$ cat config.mk
export PLATFORM = sky130hd
export DESIGN_NAME = asp_dev_flat
export DESIGN_NICKNAME = d
export VERILOG_FILES = /design/src/logic/asp_pkg.sv /design/src/logic/asp_link_if.sv /design/src/logic/asp_dev.sv /design/src/logic/asp_sync2.sv /design/src/flat_wrapper.sv
export SDC_FILE = /design/constraint.sdc
export NUM_CORES = 1
export LEC_CHECK = 0
export BUFFER_PORTS_ARGS = -buffer_cell sky130_fd_sc_hd__clkbuf_2
export CAP_MARGIN = 20
export CORE_MARGIN = 2
export CORE_UTILIZATION = 25
export DETAILED_ROUTE_END_ITERATION = 10
export PLACE_DENSITY = 0.51
export SYNTH_ARGS = -nofsm -noshare
export SYNTH_HDL_FRONTEND = slang
export SYNTH_HIERARCHICAL = 1
export SYNTH_SLANG_ARGS = --single-unit
export TNS_END_PERCENT = 5
$ cat constraint.sdc
create_clock -name i_mclk -period 6.2 [get_ports i_mclk]
set_input_delay 0.31 -clock i_mclk [delete_from_list [all_inputs] [get_ports i_mclk]]
set_output_delay 0.31 -clock i_mclk [all_outputs]
set_load 0.01 [all_outputs]
$ cat src/logic/asp_pkg.sv
// asp_pkg: constants shared by both ends of the converter serial port
// assumes: nothing beyond a SystemVerilog tool
package asp_pkg;
	localparam int          ASP_WORD_W       = 16;
	localparam logic [5:0]  ASP_M1_CYCLES    = 6'h20; // mode 1 frame length
	localparam logic [5:0]  ASP_M23_CYCLES   = 6'h10; // modes 2/3 frame length
	localparam logic [5:0]  ASP_DEC_FAST     = 6'h10; // decimate by 16
	localparam logic [5:0]  ASP_DEC_SLOW     = 6'h20; // decimate by 32
	localparam logic [15:0] ASP_SAMPLE_RESET = 16'h0000;
	localparam logic [15:0] ASP_MIDSCALE     = 16'h8000;
	localparam logic [1:0]  ASP_MODE1        = 2'h1;
	localparam logic [1:0]  ASP_MODE2        = 2'h2;
	localparam logic [1:0]  ASP_MODE3        = 2'h3;
	typedef enum logic [1:0] {ASP_RX_IDLE, ASP_RX_SHIFT, ASP_RX_DONE} asp_rx_state_t;
endpackage : asp_pkg

$ cat src/logic/asp_link_if.sv
// asp_link_if: serial port wires between converter and receiver
// assumes: the bench resolves the data line from its enable
`timescale 1ns/1ps
interface asp_link_if;
	logic serial_clock_out;
	logic serial_data_out;
	logic serial_data_oe;
	logic frame_sync_out;
	logic frame_sync_in;
	modport dev
	(
		output serial_clock_out,
		output serial_data_out,
		output serial_data_oe,
		output frame_sync_out,
		input  frame_sync_in
	);
	modport rcv
	(
		input  serial_clock_out,
		input  serial_data_out,
		input  serial_data_oe,
		input  frame_sync_out,
		output frame_sync_in
	);
endinterface : asp_link_if

$ cat src/logic/asp_dev.sv
// asp_dev: converter end of the serial output port
// assumes: i_mclk is the master clock; straps are static levels from board logic
// What this block does
// - serial clock full or half master rate
// - rate select picks decimate 16 or 32
// - filter select: high low-pass, low band-pass
// - drive data only when enable equals slot level
// - unshared line: hold slot and enable low
// - frame sync marks each word start, except back-to-back frames in modes 2 and 3 with format high, which hold it low
// - mode 1 format low: one-cycle high pulse
// - mode 1 format high: low over 16 bits
// - word shifted msb first on serial clock
// - mode 1: 16 bits then 16 zeros
// - modes 2 and 3: 16 cycles per word
// - modes 2 and 3 need format held high
// - frame sync input realigns output register
// - board may tie frame sync to enable
// - clock format strap unused; data always changes on serial clock rise
`timescale 1ns/1ps
module asp_dev
	import asp_pkg::*;
(
	input  wire logic        i_mclk,
	input  wire logic        i_rstn,
	input  wire logic [1:0]  i_serial_mode,
	input  wire logic        i_serial_clock_rate_sel,
	input  wire logic        i_output_rate_sel,
	input  wire logic        i_filter_shape_sel,
	input  wire logic        i_time_slot_polarity,
	input  wire logic        i_output_enable_in,
	input  wire logic        i_frame_format_sel,
	input  wire logic        i_clock_edge_format,
	input  wire logic [15:0] i_sample,
	output logic             o_sample_take,
	output logic [15:0]      o_filtered,
	asp_link_if.dev          link
);
	logic        div_r;
	logic        sck_en;
	logic        fsi_s;
	logic        fsi_d_r;
	logic        fsi_rise;
	logic        oe_s;
	logic        tsi_s;
	logic [5:0]  dec_cnt_r;
	logic [5:0]  dec_len;
	logic [5:0]  bit_cnt_r;
	logic [5:0]  frame_len;
	logic [15:0] word_r;
	logic [15:0] shift_r;
	logic [15:0] filt_prev_r;
	logic [15:0] filt_r;
	logic        pend_r;
	logic        active_r;
	logic        sdo_r;
	logic        fso_r;
	logic        sco_r;
	logic        start_now;

	////////////////////////////////////////////////////////////////
	// pin synchronisers
	asp_sync2 u_fsi (.i_clk(i_mclk), .i_rstn(i_rstn), .i_d(link.frame_sync_in), .o_q(fsi_s));
	asp_sync2 u_oe  (.i_clk(i_mclk), .i_rstn(i_rstn), .i_d(i_output_enable_in), .o_q(oe_s));
	asp_sync2 u_tsi (.i_clk(i_mclk), .i_rstn(i_rstn), .i_d(i_time_slot_polarity), .o_q(tsi_s));

	////////////////////////////////////////////////////////////////
	// serial clock rate divider
	always_ff @(posedge i_mclk or negedge i_rstn)
	begin
		if (!i_rstn)
			div_r <= 1'b0;
		else
			div_r <= ~div_r;
	end
	assign sck_en = ~i_serial_clock_rate_sel | div_r;

	// serial clock out: half rate follows div_r via register; full rate is mclk itself
	always_ff @(posedge i_mclk or negedge i_rstn)
	begin
		if (!i_rstn)
			sco_r <= 1'b0;
		else if (i_serial_clock_rate_sel)
			sco_r <= div_r; // half rate: rises with data, falls mid-bit
		else
			sco_r <= 1'b1;
	end
	// full rate uses master clock itself gated by strap
	assign link.serial_clock_out = i_serial_clock_rate_sel ? sco_r : i_mclk;

	////////////////////////////////////////////////////////////////
	// frame sync input edge detect on synchronised level
	always_ff @(posedge i_mclk or negedge i_rstn)
	begin
		if (!i_rstn)
			fsi_d_r <= 1'b0;
		else
			fsi_d_r <= fsi_s;
	end
	assign fsi_rise = fsi_s & ~fsi_d_r;

	////////////////////////////////////////////////////////////////
	// decimation counter; frame sync input restarts it
	assign dec_len = i_output_rate_sel ? ASP_DEC_SLOW : ASP_DEC_FAST;
	always_ff @(posedge i_mclk or negedge i_rstn)
	begin
		if (!i_rstn)
			dec_cnt_r <= 6'h00;
		else if (fsi_rise)
			dec_cnt_r <= 6'h00;
		else if (dec_cnt_r == dec_len - 6'h01)
			dec_cnt_r <= 6'h00;
		else
			dec_cnt_r <= dec_cnt_r + 6'h01;
	end
	assign o_sample_take = (dec_cnt_r == dec_len - 6'h01) & ~fsi_rise;

	////////////////////////////////////////////////////////////////
	// filter stage: low-pass average or band-pass difference
	always_ff @(posedge i_mclk or negedge i_rstn)
	begin
		if (!i_rstn)
		begin
			filt_prev_r <= ASP_SAMPLE_RESET;
			filt_r      <= ASP_SAMPLE_RESET;
		end
		else if (o_sample_take)
		begin
			filt_prev_r <= i_sample;
			if (i_filter_shape_sel)
				filt_r <= 16'((17'(signed'(i_sample)) + 17'(signed'(filt_prev_r))) >>> 1);
			else
				filt_r <= 16'((17'(signed'(i_sample)) - 17'(signed'(filt_prev_r))) >>> 1);
		end
	end
	assign o_filtered = filt_r;

	////////////////////////////////////////////////////////////////
	// output data register, updated on each decimated word
	always_ff @(posedge i_mclk or negedge i_rstn)
	begin
		if (!i_rstn)
		begin
			word_r <= ASP_SAMPLE_RESET;
			pend_r <= 1'b0;
		end
		else if (o_sample_take)
		begin
			word_r <= filt_r;
			pend_r <= 1'b1;
		end
		else if (start_now)
			pend_r <= 1'b0;
	end

	////////////////////////////////////////////////////////////////
	// frame length per serial mode
	assign frame_len = (i_serial_mode == ASP_MODE1) ? ASP_M1_CYCLES : ASP_M23_CYCLES;
	// a new frame starts from idle or straight after the last slot, so frames can run back to back
	assign start_now = sck_en & pend_r & (~active_r | (bit_cnt_r == frame_len));

	// shifter, counted in serial clock cycles
	always_ff @(posedge i_mclk or negedge i_rstn)
	begin
		if (!i_rstn)
		begin
			active_r  <= 1'b0;
			bit_cnt_r <= 6'h00;
			shift_r   <= ASP_SAMPLE_RESET;
			sdo_r     <= 1'b0;
		end
		else if (sck_en)
		begin
			if (start_now)
			begin
				active_r  <= 1'b1;
				bit_cnt_r <= 6'h01;
				sdo_r     <= word_r[15];
				shift_r   <= {word_r[14:0], 1'b0};
			end
			else if (active_r)
			begin
				sdo_r   <= shift_r[15]; // zeros after lsb
				shift_r <= {shift_r[14:0], 1'b0};
				if (bit_cnt_r == frame_len)
				begin
					active_r  <= 1'b0;
					bit_cnt_r <= 6'h00;
					sdo_r     <= 1'b0;
				end
				else
					bit_cnt_r <= bit_cnt_r + 6'h01;
			end
		end
	end

	////////////////////////////////////////////////////////////////
	// frame sync output format
	always_ff @(posedge i_mclk or negedge i_rstn)
	begin
		if (!i_rstn)
			fso_r <= 1'b1;
		else if (sck_en)
		begin
			if (start_now)
				fso_r <= ~i_frame_format_sel;
			else if (!i_frame_format_sel)
				fso_r <= 1'b0;
			else if (active_r && bit_cnt_r < 6'(ASP_WORD_W))
				fso_r <= 1'b0;
			else
				fso_r <= 1'b1;
		end
	end
	assign link.frame_sync_out = i_frame_format_sel ? fso_r : (fso_r & active_r);

	////////////////////////////////////////////////////////////////
	// data line drive; clock format only tells the receiver its edge
	assign link.serial_data_out = sdo_r;
	assign link.serial_data_oe  = (oe_s == tsi_s);
	// data changes on mclk rise; stable across the chosen sample edge
	logic unused_clock_edge_format;
	assign unused_clock_edge_format = i_clock_edge_format;
endmodule : asp_dev

$ cat src/logic/asp_sync2.sv
// asp_sync2: two-flop level synchroniser
// assumes: destination clock and active-low async reset
`timescale 1ns/1ps
module asp_sync2
(
	input  wire logic i_clk,
	input  wire logic i_rstn,
	input  wire logic i_d,
	output logic      o_q
);
	logic meta_r;
	////////////////////////////////////////////////////////////////
	// first flop feeds only the second
	always_ff @(posedge i_clk or negedge i_rstn)
	begin
		if (!i_rstn)
		begin
			meta_r <= 1'b0;
			o_q    <= 1'b0;
		end
		else
		begin
			meta_r <= i_d;
			o_q    <= meta_r;
		end
	end
endmodule : asp_sync2

$ cat src/flat_wrapper.sv
// flat-port wrapper written by rule: the top's interface ports become plain ports
module asp_dev_flat import asp_pkg::*;
  (i_mclk, i_rstn, i_serial_mode, i_serial_clock_rate_sel, i_output_rate_sel, i_filter_shape_sel, i_time_slot_polarity, i_output_enable_in, i_frame_format_sel, i_clock_edge_format, i_sample, o_sample_take, o_filtered, link_serial_clock_out, link_serial_data_out, link_serial_data_oe, link_frame_sync_out, link_frame_sync_in);
  asp_link_if link_i ();
  input  wire logic i_mclk;
  input  wire logic i_rstn;
  input  wire logic [1:0] i_serial_mode;
  input  wire logic i_serial_clock_rate_sel;
  input  wire logic i_output_rate_sel;
  input  wire logic i_filter_shape_sel;
  input  wire logic i_time_slot_polarity;
  input  wire logic i_output_enable_in;
  input  wire logic i_frame_format_sel;
  input  wire logic i_clock_edge_format;
  input  wire logic [15:0] i_sample;
  output logic o_sample_take;
  output logic [15:0] o_filtered;
  output wire logic [$bits(link_i.serial_clock_out)-1:0] link_serial_clock_out;
  output wire logic [$bits(link_i.serial_data_out)-1:0] link_serial_data_out;
  output wire logic [$bits(link_i.serial_data_oe)-1:0] link_serial_data_oe;
  output wire logic [$bits(link_i.frame_sync_out)-1:0] link_frame_sync_out;
  input wire logic [$bits(link_i.frame_sync_in)-1:0] link_frame_sync_in;
  assign link_serial_clock_out = link_i.serial_clock_out;
  assign link_serial_data_out = link_i.serial_data_out;
  assign link_serial_data_oe = link_i.serial_data_oe;
  assign link_frame_sync_out = link_i.frame_sync_out;
  assign link_i.frame_sync_in = link_frame_sync_in;
  asp_dev u_core (.i_mclk(i_mclk), .i_rstn(i_rstn), .i_serial_mode(i_serial_mode), .i_serial_clock_rate_sel(i_serial_clock_rate_sel), .i_output_rate_sel(i_output_rate_sel), .i_filter_shape_sel(i_filter_shape_sel), .i_time_slot_polarity(i_time_slot_polarity), .i_output_enable_in(i_output_enable_in), .i_frame_format_sel(i_frame_format_sel), .i_clock_edge_format(i_clock_edge_format), .i_sample(i_sample), .o_sample_take(o_sample_take), .o_filtered(o_filtered), .link(link_i));
endmodule
[Word level (Yosys, flattened, before mapping)]
Cells that the tools add are included.
Word-level totals
  bits in registers: 89
  logic and storage cells: 70
  output and inout port bits: 21
Operators by class
  $lt $le $gt $ge: 1
  add/subtract/negate cells: 5
  equality and inequality tests: 4
  muxes and demuxes: 24
  bitwise operators: 13
  reductions and logical operators: 4
Operators with widths (number)
  $mux 16: 3
  $mux 6: 7
  $add 16x16->17: 1
  $sub 16x16->17: 1
  $mux 1: 14
  $add 6x1->6 const B: 2
  $eq 6x6->1: 2
  $lt 6x5->1 const B: 1
  $not 1->1: 6
  $sub 6x1->6 const B: 1
  $and 1x1->1: 5
  $reduce_bool 2->1: 2
  $eq 2x1->1 const B: 1
  $or 1x1->1: 2
  $reduce_and 2->1: 1
  $eq 1x1->1: 1
  $logic_and 1x1->1: 1

[Depth between registers and ports, before layout]
  depth in word-level cells: 7
  gate-level depth with buffers: 13
  mapped depth without buffers: 12

[Hierarchy]
The synthesis kept the hierarchy.
Modules (own cells, without submodules)
  asp_dev: sequential area each 2053.2 um^2, cells an instance 536, instances 1, area each 4608.2 um^2
  asp_sync2: sequential area each 50.0 um^2, cells an instance 2, instances 3, area each 50.0 um^2

==> flow_summary.toml <==
[timing]
fmax_mhz = 249
drv_slew = 0
setup_violations = 0
slew_headroom_pct = 30.1
clock_skew_ns = 0.00720
fin_tns_setup_ns = 0
hold_slack_ns = 0.0745
worstMarginPinSlew_ns = 1.05
rsz0062_at_grt = "false"
fin_crit_ns = 4.04
hold_viol_final = 0
finalCritPeriodShare_pct = 65.1

[clock_tree]
cts_tree = "done"
cts_setup_buffers = 0
clkLatencyLatePin_ns = 0.46
clkTransAtPathRegs_ns = 0.07

[grt]
grt.total_usage_pct = 12.4
antenna_found_initial = 0
grt_max_degree = 65
grt_pass1_vias = 4012
grt_first_pass_wirelength_um = 19900
grt_overflow = 0

[routing]
dr_total_vias = 4001
drc = 0
postRouteWirelength_um = 11900
drt_pass1_iterations = 5
wire_per_inst_um = 14.5
final_antenna_net_count = 0
dr.first_iter.drc_count = 327
via_per_inst = 4.87

[yosys]
synthFlopType = "dfrtp_1"
synth_top_area_share_pct = 45.8
yosysSeqAreaShare_pct = 46.3
syn_area_um2 = 4760
syn_nets = 590
ys_seq_elements = 88
synth_common_cells = "nand2_1 (118), dfrtp_1 (87), nor2_1 (44)"
synth.most_common_cell = "nand2_1"
yosysWarnings = 6
yosysTopAreaCell = "dfrtp_1"
syn_area_per_cell_um2 = 8.78
synth_edf_count = 0
synthCells = 542
synth.area.top_cells = "dfrtp_1 (46%), nand2_1 (9.3%), ha_1 (5.0%), o21ai_0 (3.8%), xor2_1 (3.5%)"
async_flop_share_pct = 100
synth.distinct_cells = 57

[worst_setup_path]
path_cells = "clkbuf_16 -> clkbuf_16 -> mux2_2 -> clkbuf_2"
crit_fanout = 2
r2r_start = "u_core/filt_prev_r[0]$_DFFE_PN0P_"
crit_top_cell = "clkbuf_16"
critPathLaunchType = "clock port"
cp.arrival_ns = 3.73
rrSetupSlack_ns = 2.18
reg2reg_to = "u_core/o_filtered[15]$_DFFE_PN0P_"
critPathSlowestCell = "mux2_2"
critPathTopFamily = "buffers and inverters"
cp_data_required_time_ns = 5.89
cp.buffers_inverters = 3
path_class = "clock port to primary output"
cp.depth = 4
rr_worst_depth = 12
slowest_delay_ns = 0.26
end_kind = "primary output"

[die]
dieArea_um2 = 20200
die_y_um = 142
coreArea_um2 = 18700
die_x_um = 142
start_util_pct = 25.4
ios = 49
row_count = 50

[placement]
numPortBuffers = 47
globalplace.congestion = 0.860
dpl.hpwl_um = 8350

[power]
powerDensity_nw_per_um2 = 413
ir_drop_uv = 134
power.leakage_nw = 2.60

[job]
cap_violations = 0

[finish]
drive_above_1_share_pct = 13.3
n_antenna_cell = 0
area_growth_pct = 18.2
fillers = 2003
fin_nets = 631

[hold_path]
worst_hold_path_type = "input pin to register"
min_to = "u_core/filt_prev_r[7]$_DFFE_PN0P_"
hp-start = "i_sample[7]"
hold_depth = 3

[status]
status = "completed"
[cell type report]
| type | count | area (um^2) | share of cell area [%] |
|---|---|---|---|
| tap | 234 | 293 | 5.21 |
| inverter | 13 | 48.8 | 0.868 |
| multi-input combinational | 415 | 2400 | 42.8 |
| timing repair buffer | 52 | 288 | 5.12 |
| sequential | 88 | 2200 | 39.2 |
| clock buffer | 14 | 319 | 5.67 |
| clock inverter | 6 | 67.6 | 1.20 |
[how the worst max path moves through the flow]
stage	end	slack, ns	from
2_1_floorplan	link_serial_clock_out	2.52	i_mclk
3_3_place_gp	u_core/o_filtered[15]$_DFFE_PN0P_	2.38	u_core/filt_prev_r[2]$_DFFE_PN0P_
3_5_place_dp	u_core/o_filtered[15]$_DFFE_PN0P_	2.20	u_core/filt_prev_r[0]$_DFFE_PN0P_
4_1_cts	link_serial_clock_out	2.15	i_mclk
5_1_grt	u_core/o_filtered[15]$_DFFE_PN0P_	1.57	u_core/filt_prev_r[2]$_DFFE_PN0P_
6_report	link_serial_clock_out	2.16	i_mclk
[logic make-up (layout without fill, tap and decap cells)]
| logic type | Yosys count | in the layout | synth area share, % |
|---|---|---|---|
| buffers and inverters | 39 | 85 | 3.26 |
| AO/OA/AOI/OAI | 122 | 122 | 15.8 |
| multiplexers | 5 | 5 | 1.10 |
| AND/OR/NAND/NOR | 241 | 241 | 23.1 |
| adder cells (fa/ha/maj) | 20 | 20 | 5.42 |
| XOR/XNOR | 27 | 27 | 4.97 |
| flip-flops | 88 | 88 | 46.3 |
[registers in the layout, indices dropped and copies added, names as in the netlist, 6 cells and up]
signal,flops
u_core/bit_cnt_r,6
u_core/dec_cnt_r,6
u_core/filt_prev_r,16
u_core/o_filtered,16
u_core/shift_r,15
u_core/word_r,16
[stage by stage]
stage / cell area [um^2] / utilization (%) / power (W) / cells / worst slack, ns
floorplan: 4760 / - / 0.00143 / 542 / 2.52
global placement: 5200 / 27.8 / 0.00165 / 799 / 2.38
detailed placement: 5200 / 27.8 / 0.00167 / 799 / 2.20
CTS: 5620 / 30.1 / 0.00234 / 822 / 2.15
global route: 5620 / 30.1 / 0.00250 / 822 / 1.57
finish: 5620 / 30.1 / 0.00232 / 822 / 2.16
[power by group]
part	internal, W	leakage (nW)	total, W	switching, W
Combinational	0.000325	1.32	0.000817	0.000492
Clock	0.000412	0.190	0.000664	0.000252
Sequential	0.000716	1.09	0.000840	0.000124
[tightest hold or removal path: cells and delay by family]
| family | cells | cell delay, ns |
|---|---|---|
| buf+inv | 1 | 0.10 |
| simple gates | 2 | 0.09 |
[per-layer routing]
layer | share of wire, % | track usage, %
met1 | 46 | 16.0
met2 | 48 | 20.5
met3 | 4.3 | 2.86
met4 | 1.2 | 4.11
met5 | 0 | 0
[repair_timing]
| item | in CTS | in global routing |
|---|---|---|
| hold buffers | 4 | 0 |
| endpoints found under the hold margin | 27 | 0 |
| gates resized for setup | 0 | 0 |
[cells in the final DEF (no fill, tap or decap), types with 7 or more instances in the layout]
| cell | netlist | final |
|---|---|---|
| a31oi_1 | 19 | 19 |
| nand3_1 | 26 | 26 |
| clkbuf_16 | 0 | 12 |
| dfrtp_1 | 87 | 87 |
| o211ai_1 | 7 | 7 |
| ha_1 | 19 | 19 |
| nand2_1 | 118 | 118 |
| a21oi_1 | 26 | 25 |
| xnor2_1 | 8 | 8 |
| o21ai_0 | 36 | 36 |
| xor2_1 | 19 | 19 |
| inv_1 | 12 | 12 |
| clkbuf_2 | 0 | 46 |
| nor3_1 | 8 | 8 |
| nor2_1 | 44 | 44 |
Note: power is estimated with default switching activity, not from simulation.
